===== src/rtl/gci_params.svh =====
// Register codes, subcommands, field positions and the last-subcommand limit
`ifndef GCI_PARAMS_SVH
`define GCI_PARAMS_SVH
`define GCI_CODE_CTRL 8'h00
`define GCI_CODE_HEAT 8'h02
`define GCI_CODE_MV 8'h04
`define GCI_CODE_STATUS 8'h06
`define GCI_CODE_NOMCAP 8'h08
`define GCI_CODE_FUCAP 8'h0A
`define GCI_CODE_REMCAP 8'h0C
`define GCI_CODE_FCCAP 8'h0E
`define GCI_CODE_MCUR 8'h10
`define GCI_CODE_SCUR 8'h12
`define GCI_CODE_PCUR 8'h14
`define GCI_CODE_MPWR 8'h18
`define GCI_CODE_PCT 8'h1C
`define GCI_CODE_DIE 8'h1E
`define GCI_CODE_HLTH 8'h20
`define GCI_SUB_STATUS 16'h0000
`define GCI_SUB_TYPE 16'h0001
`define GCI_SUB_FWREV 16'h0002
`define GCI_SUB_HWREV 16'h0003
`define GCI_SUB_LAST 16'h0007
`define GCI_SUB_INSERT 16'h000C
`define GCI_SUB_REMOVE 16'h000D
`define GCI_SUB_DS_REQ 16'h0011
`define GCI_SUB_DS_CAN 16'h0012
`define GCI_SUB_CFG 16'h0013
`define GCI_SUB_LOCK 16'h0020
`define GCI_SUB_FULLRST 16'h0041
`define GCI_SUB_PARTRST 16'h0042
`define GCI_LAST_LIMIT 16'h0015
`define GCI_CS_LOCKED 13
`define GCI_CS_DSPEND 6
`define GCI_CS_SLEEP 4
`define GCI_CS_CPMODE 3
`define GCI_FL_CFG 4
`define GCI_FL_PRESENT 3
`define GCI_FL_POR 5
`endif


===== src/rtl/gci_pkg.sv =====
// Types shared by the gauge command interface
package gci_pkg;
   typedef enum logic [3:0] {
      GCI_INIT = 4'h1,
      GCI_NORMAL = 4'h2,
      GCI_SLEEP = 4'h4,
      GCI_DEEP = 4'h8
   } gci_pmode_t;
   typedef enum logic [2:0] {
      GCI_IDLE = 3'h1,
      GCI_LOW = 3'h2,
      GCI_HIGH = 3'h4
   } gci_xfer_t;
endpackage


===== src/rtl/gci_command_interface.sv =====
// Gauge command interpreter: standard words and control subcommands
// What this block does
// - Each data item is a 16-bit word over two consecutive command codes.
// - Access is a code-select transaction then a two-byte data transaction.
// - Standard commands are accepted and answered in normal power mode.
// - When locked only control and temperature words are writable.
// - A control word write carries a subcommand that is decoded.
// - Temperature comes from internal sensor unless host supplies it.
// - Subcommand 0x0000 returns the status word, also when locked.
// - Subcommand 0x0001 returns the part-type code in both states.
// - Subcommand 0x0002 returns the firmware revision in both states.
// - Subcommand 0x0003 returns the hardware revision in both states.
// - Subcommand 0x0007 returns the previous subcommand, unlocked only.
// - Subcommand 0x000c sets cell-present when insert detect is off.
// - Subcommand 0x000d clears cell-present when insert detect is off.
// - Subcommand 0x0011 sets deep-sleep-pending in either state.
// - Subcommand 0x0012 clears deep-sleep-pending in either state.
// - Subcommand 0x0013 sets config mode flag, unlocked only.
// - Subcommand 0x0020 moves unlocked to locked, unlocked only.
// - Subcommand 0x0041 triggers a full reset, unlocked only.
// - Subcommand 0x0042 reloads config and clears config mode, unlocked.
// - Restricted subcommands issued while locked take no effect.
// - Power modes init, normal, sleep, deep sleep with auto moves.
// - Query results are read back at control codes 0x00/0x01.
// - Deep-sleep-pending clears on leaving deep sleep; only a wake event exits it.
`timescale 1ns/10ps
`include "gci_params.svh"
module gci_command_interface #(
   parameter logic [15:0] TYPE_CODE = 16'hA5A5,  // Arbitrary value
   parameter logic [15:0] FW_REV = 16'h0100,  // Arbitrary value
   parameter logic [15:0] HW_REV = 16'h00A1,  // Arbitrary value
   parameter int INIT_CYCLES = 16
) (
   // Clock and reset
   input wire logic CLK,
   input wire logic RESETN,
   // Byte transaction port from the serial engine
   input wire logic XFER_START,
   input wire logic XFER_STOP,
   input wire logic BYTE_WR,
   input wire logic [7:0] BYTE_WDATA,
   input wire logic BYTE_RD,
   output logic [7:0] BYTE_RDATA,
   output logic BYTE_ACK,
   // Measurements from the gauging core
   input wire logic [15:0] SENSOR_HEAT,
   input wire logic [15:0] CELL_POTENTIAL,
   input wire logic [15:0] NOMINAL_CAPACITY,
   input wire logic [15:0] FULL_USABLE_CAPACITY,
   input wire logic [15:0] REMAINING_CAPACITY,
   input wire logic [15:0] FULL_CHARGE_CAPACITY,
   input wire logic [15:0] MEAN_CURRENT,
   input wire logic [15:0] STANDBY_CURRENT,
   input wire logic [15:0] PEAK_LOAD_CURRENT,
   input wire logic [15:0] MEAN_POWER,
   input wire logic [15:0] CHARGE_PCT,
   input wire logic [15:0] DIE_HEAT_READING,
   input wire logic [15:0] HEALTH_PERCENT,
   input wire logic [15:0] GAUGE_FLAGS_IN,
   // Configuration straps and power events
   input wire logic INSERT_DETECT_EN,
   input wire logic HOST_HEAT_SEL,
   input wire logic SLEEP_COND,
   input wire logic WAKE_EVENT,
   // State outputs
   output logic [3:0] POWER_MODE,
   output logic LOCKED,
   output logic CONFIG_MODE_FLAG,
   output logic CELL_PRESENT_FLAG,
   output logic DEEP_SLEEP_PENDING,
   output logic FULL_RESET_REQ,
   output logic CONFIG_RELOAD
);
   localparam int ICW = $clog2(INIT_CYCLES + 1);
   // Counter cannot serve an empty init phase
   if (INIT_CYCLES < 1) begin : gen_init_check
      $error("INIT_CYCLES must be at least 1");
   end

   gci_pkg::gci_pmode_t pmode_reg;
   gci_pkg::gci_xfer_t xfer_reg;
   logic [ICW-1:0] init_cnt_reg;
   logic [7:0] ptr_reg;
   logic [7:0] low_byte_reg;
   logic [15:0] ctrl_result_reg;
   logic [15:0] host_heat_reg;
   logic [15:0] last_sub_reg;
   logic [15:0] snap_reg;
   logic [7:0] rdata_reg;
   logic locked_reg;
   logic cfg_reg;
   logic present_reg;
   logic ds_pend_reg;
   logic full_rst_reg;
   logic reload_reg;
   logic por_reg;
   logic normal;
   logic word_done;
   logic [15:0] word_in;
   logic [7:0] word_code;
   logic sub_valid;
   logic ctrl_write;
   logic heat_write;
   logic [15:0] status_word;
   logic [15:0] flags_word;
   logic [15:0] read_word;
   logic [15:0] sub;

   assign normal = (pmode_reg == gci_pkg::GCI_NORMAL);
   assign BYTE_ACK = normal;
   assign word_in = {BYTE_WDATA, low_byte_reg};
   assign word_code = {ptr_reg[7:1], 1'b0};
   // second byte written after code select completes a word
   assign word_done = normal && BYTE_WR && (xfer_reg == gci_pkg::GCI_HIGH);
   // locked state leaves only control and heat writable
   assign ctrl_write = word_done && (word_code == `GCI_CODE_CTRL);
   // host heat write only counts when host heat is selected
   assign heat_write = word_done && (word_code == `GCI_CODE_HEAT)
      && HOST_HEAT_SEL;
   assign sub = word_in;

   always_comb begin
      status_word = 16'h0000;
      status_word[`GCI_CS_LOCKED] = locked_reg;
      status_word[`GCI_CS_DSPEND] = ds_pend_reg;
      status_word[`GCI_CS_SLEEP] = (pmode_reg == gci_pkg::GCI_SLEEP);
      status_word[`GCI_CS_CPMODE] = 1'b1;
   end

   always_comb begin
      flags_word = GAUGE_FLAGS_IN;
      flags_word[`GCI_FL_CFG] = cfg_reg;
      flags_word[`GCI_FL_PRESENT] = present_reg;
      flags_word[`GCI_FL_POR] = por_reg;
   end

   // control subcommand decode with access check
   always_comb begin
      sub_valid = 1'b1;
      case (sub)
         `GCI_SUB_STATUS, `GCI_SUB_TYPE, `GCI_SUB_FWREV, `GCI_SUB_HWREV,
         `GCI_SUB_INSERT, `GCI_SUB_REMOVE, `GCI_SUB_DS_REQ,
         `GCI_SUB_DS_CAN: begin
            sub_valid = 1'b1;
         end
         `GCI_SUB_LAST, `GCI_SUB_CFG, `GCI_SUB_LOCK, `GCI_SUB_FULLRST,
         `GCI_SUB_PARTRST: begin
            sub_valid = !locked_reg;
         end
         default: begin
            sub_valid = 1'b0;
         end
      endcase
   end

   always_comb begin
      case (word_code)
         // query result read back at control codes
         `GCI_CODE_CTRL: read_word = ctrl_result_reg;
         `GCI_CODE_HEAT: read_word = HOST_HEAT_SEL ? host_heat_reg
            : SENSOR_HEAT;
         `GCI_CODE_MV: read_word = CELL_POTENTIAL;
         `GCI_CODE_STATUS: read_word = flags_word;
         `GCI_CODE_NOMCAP: read_word = NOMINAL_CAPACITY;
         `GCI_CODE_FUCAP: read_word = FULL_USABLE_CAPACITY;
         `GCI_CODE_REMCAP: read_word = REMAINING_CAPACITY;
         `GCI_CODE_FCCAP: read_word = FULL_CHARGE_CAPACITY;
         `GCI_CODE_MCUR: read_word = MEAN_CURRENT;
         `GCI_CODE_SCUR: read_word = STANDBY_CURRENT;
         `GCI_CODE_PCUR: read_word = PEAK_LOAD_CURRENT;
         `GCI_CODE_MPWR: read_word = MEAN_POWER;
         `GCI_CODE_PCT: read_word = CHARGE_PCT;
         `GCI_CODE_DIE: read_word = DIE_HEAT_READING;
         `GCI_CODE_HLTH: read_word = HEALTH_PERCENT;
         default: read_word = 16'h0000;
      endcase
   end

   // transaction sequencing, code byte then data bytes
   always_ff @(posedge CLK or negedge RESETN) begin
      if (!RESETN) begin
         xfer_reg <= gci_pkg::GCI_IDLE;
         ptr_reg <= 8'h00;
         low_byte_reg <= 8'h00;
      end else if (XFER_START || XFER_STOP || !normal) begin
         xfer_reg <= gci_pkg::GCI_IDLE;
      end else if (BYTE_WR) begin
         case (xfer_reg)
            gci_pkg::GCI_IDLE: begin
               ptr_reg <= BYTE_WDATA;
               xfer_reg <= gci_pkg::GCI_LOW;
            end
            // low byte at even code first
            gci_pkg::GCI_LOW: begin
               low_byte_reg <= BYTE_WDATA;
               ptr_reg <= ptr_reg + 8'h01;
               xfer_reg <= gci_pkg::GCI_HIGH;
            end
            gci_pkg::GCI_HIGH: begin
               ptr_reg <= ptr_reg + 8'h01;
               xfer_reg <= gci_pkg::GCI_LOW;
            end
            default: begin
               xfer_reg <= gci_pkg::GCI_IDLE;
            end
         endcase
      end else if (BYTE_RD) begin
         ptr_reg <= ptr_reg + 8'h01;
      end
   end

   // Snapshot at low byte so the high byte matches it
   always_ff @(posedge CLK or negedge RESETN) begin
      if (!RESETN) begin
         snap_reg <= 16'h0000;
         rdata_reg <= 8'h00;
      end else if (normal && BYTE_RD) begin
         // even code gives low byte, odd the held high byte
         if (!ptr_reg[0]) begin
            snap_reg <= read_word;
            rdata_reg <= read_word[7:0];
         end else begin
            rdata_reg <= snap_reg[15:8];
         end
      end
   end
   assign BYTE_RDATA = rdata_reg;

   always_ff @(posedge CLK or negedge RESETN) begin
      if (!RESETN) begin
         host_heat_reg <= 16'h0000;
      end else if (heat_write) begin
         host_heat_reg <= word_in;
      end
   end

   always_ff @(posedge CLK or negedge RESETN) begin
      if (!RESETN) begin
         ctrl_result_reg <= 16'h0000;
      end else if (ctrl_write && sub_valid) begin
         case (sub)
            `GCI_SUB_STATUS: ctrl_result_reg <= status_word;
            `GCI_SUB_TYPE: ctrl_result_reg <= TYPE_CODE;
            `GCI_SUB_FWREV: ctrl_result_reg <= FW_REV;
            `GCI_SUB_HWREV: ctrl_result_reg <= HW_REV;
            // previous subcommand, limited below the limit code
            `GCI_SUB_LAST: ctrl_result_reg <=
               (last_sub_reg < `GCI_LAST_LIMIT) ? last_sub_reg : 16'h0000;
            default: ctrl_result_reg <= ctrl_result_reg;
         endcase
      end
   end

   always_ff @(posedge CLK or negedge RESETN) begin
      if (!RESETN) begin
         last_sub_reg <= 16'h0000;
      end else if (ctrl_write && sub_valid) begin
         last_sub_reg <= sub;
      end
   end

   // cell present set and clear by host when detect is off
   always_ff @(posedge CLK or negedge RESETN) begin
      if (!RESETN) begin
         present_reg <= 1'b0;
      end else if (ctrl_write && !INSERT_DETECT_EN) begin
         if (sub == `GCI_SUB_INSERT) begin
            present_reg <= 1'b1;
         end else if (sub == `GCI_SUB_REMOVE) begin
            present_reg <= 1'b0;
         end
      end
   end

   // deep sleep pending set, clear and auto clear
   always_ff @(posedge CLK or negedge RESETN) begin
      if (!RESETN) begin
         ds_pend_reg <= 1'b0;
      end else if (ctrl_write && sub == `GCI_SUB_DS_REQ) begin
         ds_pend_reg <= 1'b1;
      end else if (ctrl_write && sub == `GCI_SUB_DS_CAN) begin
         ds_pend_reg <= 1'b0;
      end else if (pmode_reg == gci_pkg::GCI_DEEP && WAKE_EVENT) begin
         ds_pend_reg <= 1'b0;
      end
   end

   // config mode, cleared by partial reset
   always_ff @(posedge CLK or negedge RESETN) begin
      if (!RESETN) begin
         cfg_reg <= 1'b0;
         reload_reg <= 1'b0;
         por_reg <= 1'b1;
      end else begin
         reload_reg <= 1'b0;
         if (ctrl_write && sub_valid && sub == `GCI_SUB_CFG) begin
            cfg_reg <= 1'b1;
         // partial reset reloads and clears config mode
         end else if (ctrl_write && sub_valid && sub == `GCI_SUB_PARTRST)
         begin
            cfg_reg <= 1'b0;
            por_reg <= 1'b0;
            reload_reg <= 1'b1;
         end
      end
   end

   // lock transition, one way until reset
   always_ff @(posedge CLK or negedge RESETN) begin
      if (!RESETN) begin
         locked_reg <= 1'b0;
      end else if (ctrl_write && sub_valid && sub == `GCI_SUB_LOCK) begin
         locked_reg <= 1'b1;
      end
   end

   always_ff @(posedge CLK or negedge RESETN) begin
      if (!RESETN) begin
         full_rst_reg <= 1'b0;
      end else begin
         full_rst_reg <= ctrl_write && sub_valid
            && sub == `GCI_SUB_FULLRST;
      end
   end

   always_ff @(posedge CLK or negedge RESETN) begin
      if (!RESETN) begin
         pmode_reg <= gci_pkg::GCI_INIT;
         init_cnt_reg <= '0;
      end else begin
         case (pmode_reg)
            gci_pkg::GCI_INIT: begin
               if (init_cnt_reg == ICW'(INIT_CYCLES - 1)) begin
                  pmode_reg <= gci_pkg::GCI_NORMAL;
               end else begin
                  init_cnt_reg <= init_cnt_reg + 1'b1;
               end
            end
            gci_pkg::GCI_NORMAL: begin
               if (SLEEP_COND && !XFER_START) begin
                  pmode_reg <= gci_pkg::GCI_SLEEP;
               end
            end
            gci_pkg::GCI_SLEEP: begin
               if (WAKE_EVENT || !SLEEP_COND) begin
                  pmode_reg <= gci_pkg::GCI_NORMAL;
               end else if (ds_pend_reg) begin
                  pmode_reg <= gci_pkg::GCI_DEEP;
               end
            end
            gci_pkg::GCI_DEEP: begin
               if (WAKE_EVENT) begin
                  pmode_reg <= gci_pkg::GCI_NORMAL;
               end
            end
            default: begin
               pmode_reg <= gci_pkg::GCI_INIT;
            end
         endcase
      end
   end

   assign POWER_MODE = pmode_reg;
   assign LOCKED = locked_reg;
   assign CONFIG_MODE_FLAG = cfg_reg;
   assign CELL_PRESENT_FLAG = present_reg;
   assign DEEP_SLEEP_PENDING = ds_pend_reg;
   assign FULL_RESET_REQ = full_rst_reg;
   assign CONFIG_RELOAD = reload_reg;
endmodule


===== config.mk =====
export PLATFORM = sky130hd
export DESIGN_NAME = gci_command_interface
export DESIGN_NICKNAME = d
export VERILOG_FILES = /design/src/rtl/gci_pkg.sv /design/src/rtl/gci_command_interface.sv
export VERILOG_INCLUDE_DIRS = /design/src /design/src/rtl
export SDC_FILE = /design/constraint.sdc
export NUM_CORES = 1
export LEC_CHECK = 0
export BUFFER_PORTS_ARGS = -buffer_cell sky130_fd_sc_hd__clkbuf_2
export CORE_UTILIZATION = 50
export CTS_BUF_LIST = sky130_fd_sc_hd__clkbuf_16
export DETAILED_ROUTE_END_ITERATION = 10
export PLACE_DENSITY = 0.77
export SLEW_MARGIN = 20
export SYNTH_ARGS = -nofsm -noshare
export SYNTH_HDL_FRONTEND = slang
export SYNTH_SLANG_ARGS = --single-unit

===== constraint.sdc =====
create_clock -name CLK -period 3 [get_ports CLK]
set_clock_uncertainty 0.15 [all_clocks]
set_input_delay 0.75 -clock CLK [delete_from_list [all_inputs] [get_ports CLK]]
set_output_delay 0.75 -clock CLK [all_outputs]
set_load 0.02 [all_outputs]

==> results.yml <==
run_status:
  run_status: "completed"
power_and_ir_drop:
  power_after_layout_w: 0.00562
  power.leakage_nw: 4.22
  worst_ir_drop_vdd_v: 0.000378
  power-per-cell-area_nw_per_um2: 629
setup_path:
  cp_data_arrival_time_ns: 3.04
  crit_required_ns: 3.11
  critPathMaxFanout: 6
  criticalPathCategory: "input port to flop"
  timing.critical_path.to_type: "flop"
  critical_path.startpoint_type: "input port"
clock_tree:
  clk_latency_ns: 0.35
  clock-root-buffer: "sky130_fd_sc_hd__clkbuf_16"
  cts_num_sinks: 99
  clk_transition_reported_paths_ns: 0.07
  cts_made_buffers: 9
  maximum_root_to_sink_buffer_count: 2
  cts_tree: "built"
  htree_num_levels: 3
detailed_routing:
  drt_pass1_iterations: 5
  vias_per_cell: 6.31
  avgRoutedWirePerCell_um: 21.8
  postRouteWirelength_um: 25500
  drtIter0Drc: 830
  antenna_violating_nets_post_route: 0
  total_via_count_after_detailed_routing: 7380
  drc: 0
yosys:
  seq_area_frac_synth_pct: 36.4
  post_synth_instance_area_um2: 6810
  synthesis.instances: 705
  synthesis.area_per_instance_um2: 9.66
  synth_edf_count: 0
  yosysTopAreaCell: "sky130_fd_sc_hd__dfrtp_1"
  post-synth-top-count-cell: "sky130_fd_sc_hd__dfrtp_1"
  syn-num-nets: 950
  synth.area.top_cells: "sky130_fd_sc_hd__dfrtp_1 (35%), sky130_fd_sc_hd__mux2_2 (7.4%), sky130_fd_sc_hd__mux4_2 (7.3%), sky130_fd_sc_hd__mux2i_1 (4.7%), sky130_fd_sc_hd__nand2_1 (3.3%)"
  share_of_flip_flops_with_an_asynchronous_set_or_reset_pct: 100
  dominantRegCellSynth: "sky130_fd_sc_hd__dfrtp_1"
  yosys_warnings: 0
  netlist.area_leader.share_pct: 35.3
  synth_seq_cells: 99
  yosysUniqueCellTypes: 71
  synth.top_cells.by_count: "sky130_fd_sc_hd__dfrtp_1 (96), sky130_fd_sc_hd__nand2_1 (59), sky130_fd_sc_hd__mux2_2 (45), sky130_fd_sc_hd__clkbuf_1 (41)"
timing:
  tightest_slew_ns: 1.09
  period_share_pct: 97.6
  slew_violations: 0
  clock.fmax_mhz: 341
  timing.final.crit_period_ns: 2.93
  final_setup_violations: 0
  max_slew_margin_pct: 27.4
  rsz0062_at_grt: "false"
  hold_vio_cnt_final: 0
floorplan:
  die_h_um: 119
  core_um2: 13200
  floorplan.rows: 42
  die-width_um: 119
  num_io_pins: 261
  design.die.area_um2: 14100
  initial_core_util_pct: 51.4
place:
  io_buffers: 257
  estimated_wirelength_of_the_detail_placed_design_um: 20200
  place.gp.congestion: 0.951
global_route:
  grt_max_degree: 34
  grt_pass1_vias: 7083
  grt_antenna_before_repair: 2
  global_router_s_overall_resource_usage_pct: 36.5
  grt_pass1_wl_um: 39200
  grt_remaining_overflow: 0
finish:
  drive_gt1_share_pct: 42.7
  final_core_utilization_pct: 67.4
  layout.nets: 1233
  layout-area-overhead-vs-synth_pct: 31.1
worst_hold_path:
  hold_path_class: "input port to async pin"
run:
  drv.max_cap_violation_count: 0
## placed cells by master, fill, tap and decap left out, drive strengths merged, types with 9 or more instances in the layout
cell,Yosys,routed
clkbuf,41,265
dfrtp,96,96
buf,13,70
nand2,59,59
mux2,47,47
a21oi,38,38
o21ai,37,37
mux2i,32,32
nor2,28,28
nand3,26,26
inv,21,24
nor2b,23,23
mux4,22,22
nand4,12,12
nand2b,12,12
a31oi,12,12
nor3,12,12
a22oi,11,11
a32oi,11,11
nor4,11,11
a22o,9,9
## layout make-up
cell class | instances | area, µm²
Antenna cell | 1 | 2.50
Clock buffer | 9 | 225
Clock inverter | 7 | 50.0
Fill cell | 1111 | 4320
Inverter | 21 | 78.8
Multi-Input combinational cell | 531 | 4040
Sequential cell | 99 | 2480
Tap cell | 176 | 220
Timing Repair Buffer | 326 | 1820
## repair_timing
action                     4_1_cts  5_1_grt
buffers inserted                 0        1
pin swaps                        1        1
setup endpoints to repair        1       12
cloned                           0        0
hold buffers                     0        0
gates resized for setup          1        0
## kinds of logic (layout without fill, tap and decap cells)
kind of cell	after synthesis	in the layout	share of synthesized area (%)
fa+ha+maj	4	4	0.698
xor+xnor	5	5	0.643
compound gates	192	192	19.9
mux	101	101	19.8
other cells	0	1	0
flops	99	99	36.4
buf+inv	75	363	4.32
simple gates	229	229	18.2
## report_power, final
part           total [W]  switching, W  internal (W)
Clock            0.00111      0.000537      0.000569
Combinational    0.00275       0.00157       0.00118
Sequential       0.00175      0.000265       0.00149
Total            0.00562       0.00237       0.00324
## through the flow
step / hold slack, ns / instances / area [µm²] / setup WS, ns / TNS (ns)
floorplan: 0.288 / 705 / 6810 / -0.138 / -1.64
global placement: 0.306 / 1152 / 8640 / -0.295 / -5.58
detailed placement: 0.323 / 1152 / 8640 / -0.333 / -6.81
CTS: 0.196 / 1168 / 8910 / 0.00910 / 0
global route: 0.211 / 1170 / 8920 / 0.0112 / 0
finish: 0.185 / 1170 / 8920 / 0.0712 / 0
## worst max-delay path, cell delays in order
cell	delay, ns
sky130_fd_sc_hd__clkbuf_2	0.09
sky130_fd_sc_hd__or4_4	0.54
sky130_fd_sc_hd__or4_4	0.50
sky130_fd_sc_hd__a221o_1	0.37
sky130_fd_sc_hd__a221oi_4	0.24
sky130_fd_sc_hd__buf_4	0.19
sky130_fd_sc_hd__buf_6	0.13
sky130_fd_sc_hd__mux2i_1	0.23
## per-layer routing
layer | track usage, % | share of wire, % | vias up
met3 | 10.1 | 12 | 69
met4 | 13.3 | 3.2 | 2
met1 | 50.5 | 41 | 3508
li1 | - | - | 3275
met2 | 54.7 | 44 | 526
met5 | 0 | 0.055 | -
## path summary, 6_finish.rpt
kind | from | cells past startpoint | slack, ns | end
setup / recovery | BYTE_WDATA[1] | 8 | 0.07 | ctrl_result_reg[0]
hold / removal | RESETN | 1 | 0.18 | BYTE_RDATA[5]
setup reg to reg | POWER_MODE[3] | 7 | 0.19 | snap_reg[14]
hold reg to reg | init_cnt_reg[3] | 1 | 0.33 | init_cnt_reg[3]
max in group asynchronous | RESETN | 2 | 1.80 | por_reg
min in group CLK | init_cnt_reg[3] | 1 | 0.33 | init_cnt_reg[3]
No activity file was read; power rests on OpenSTA's default activity.
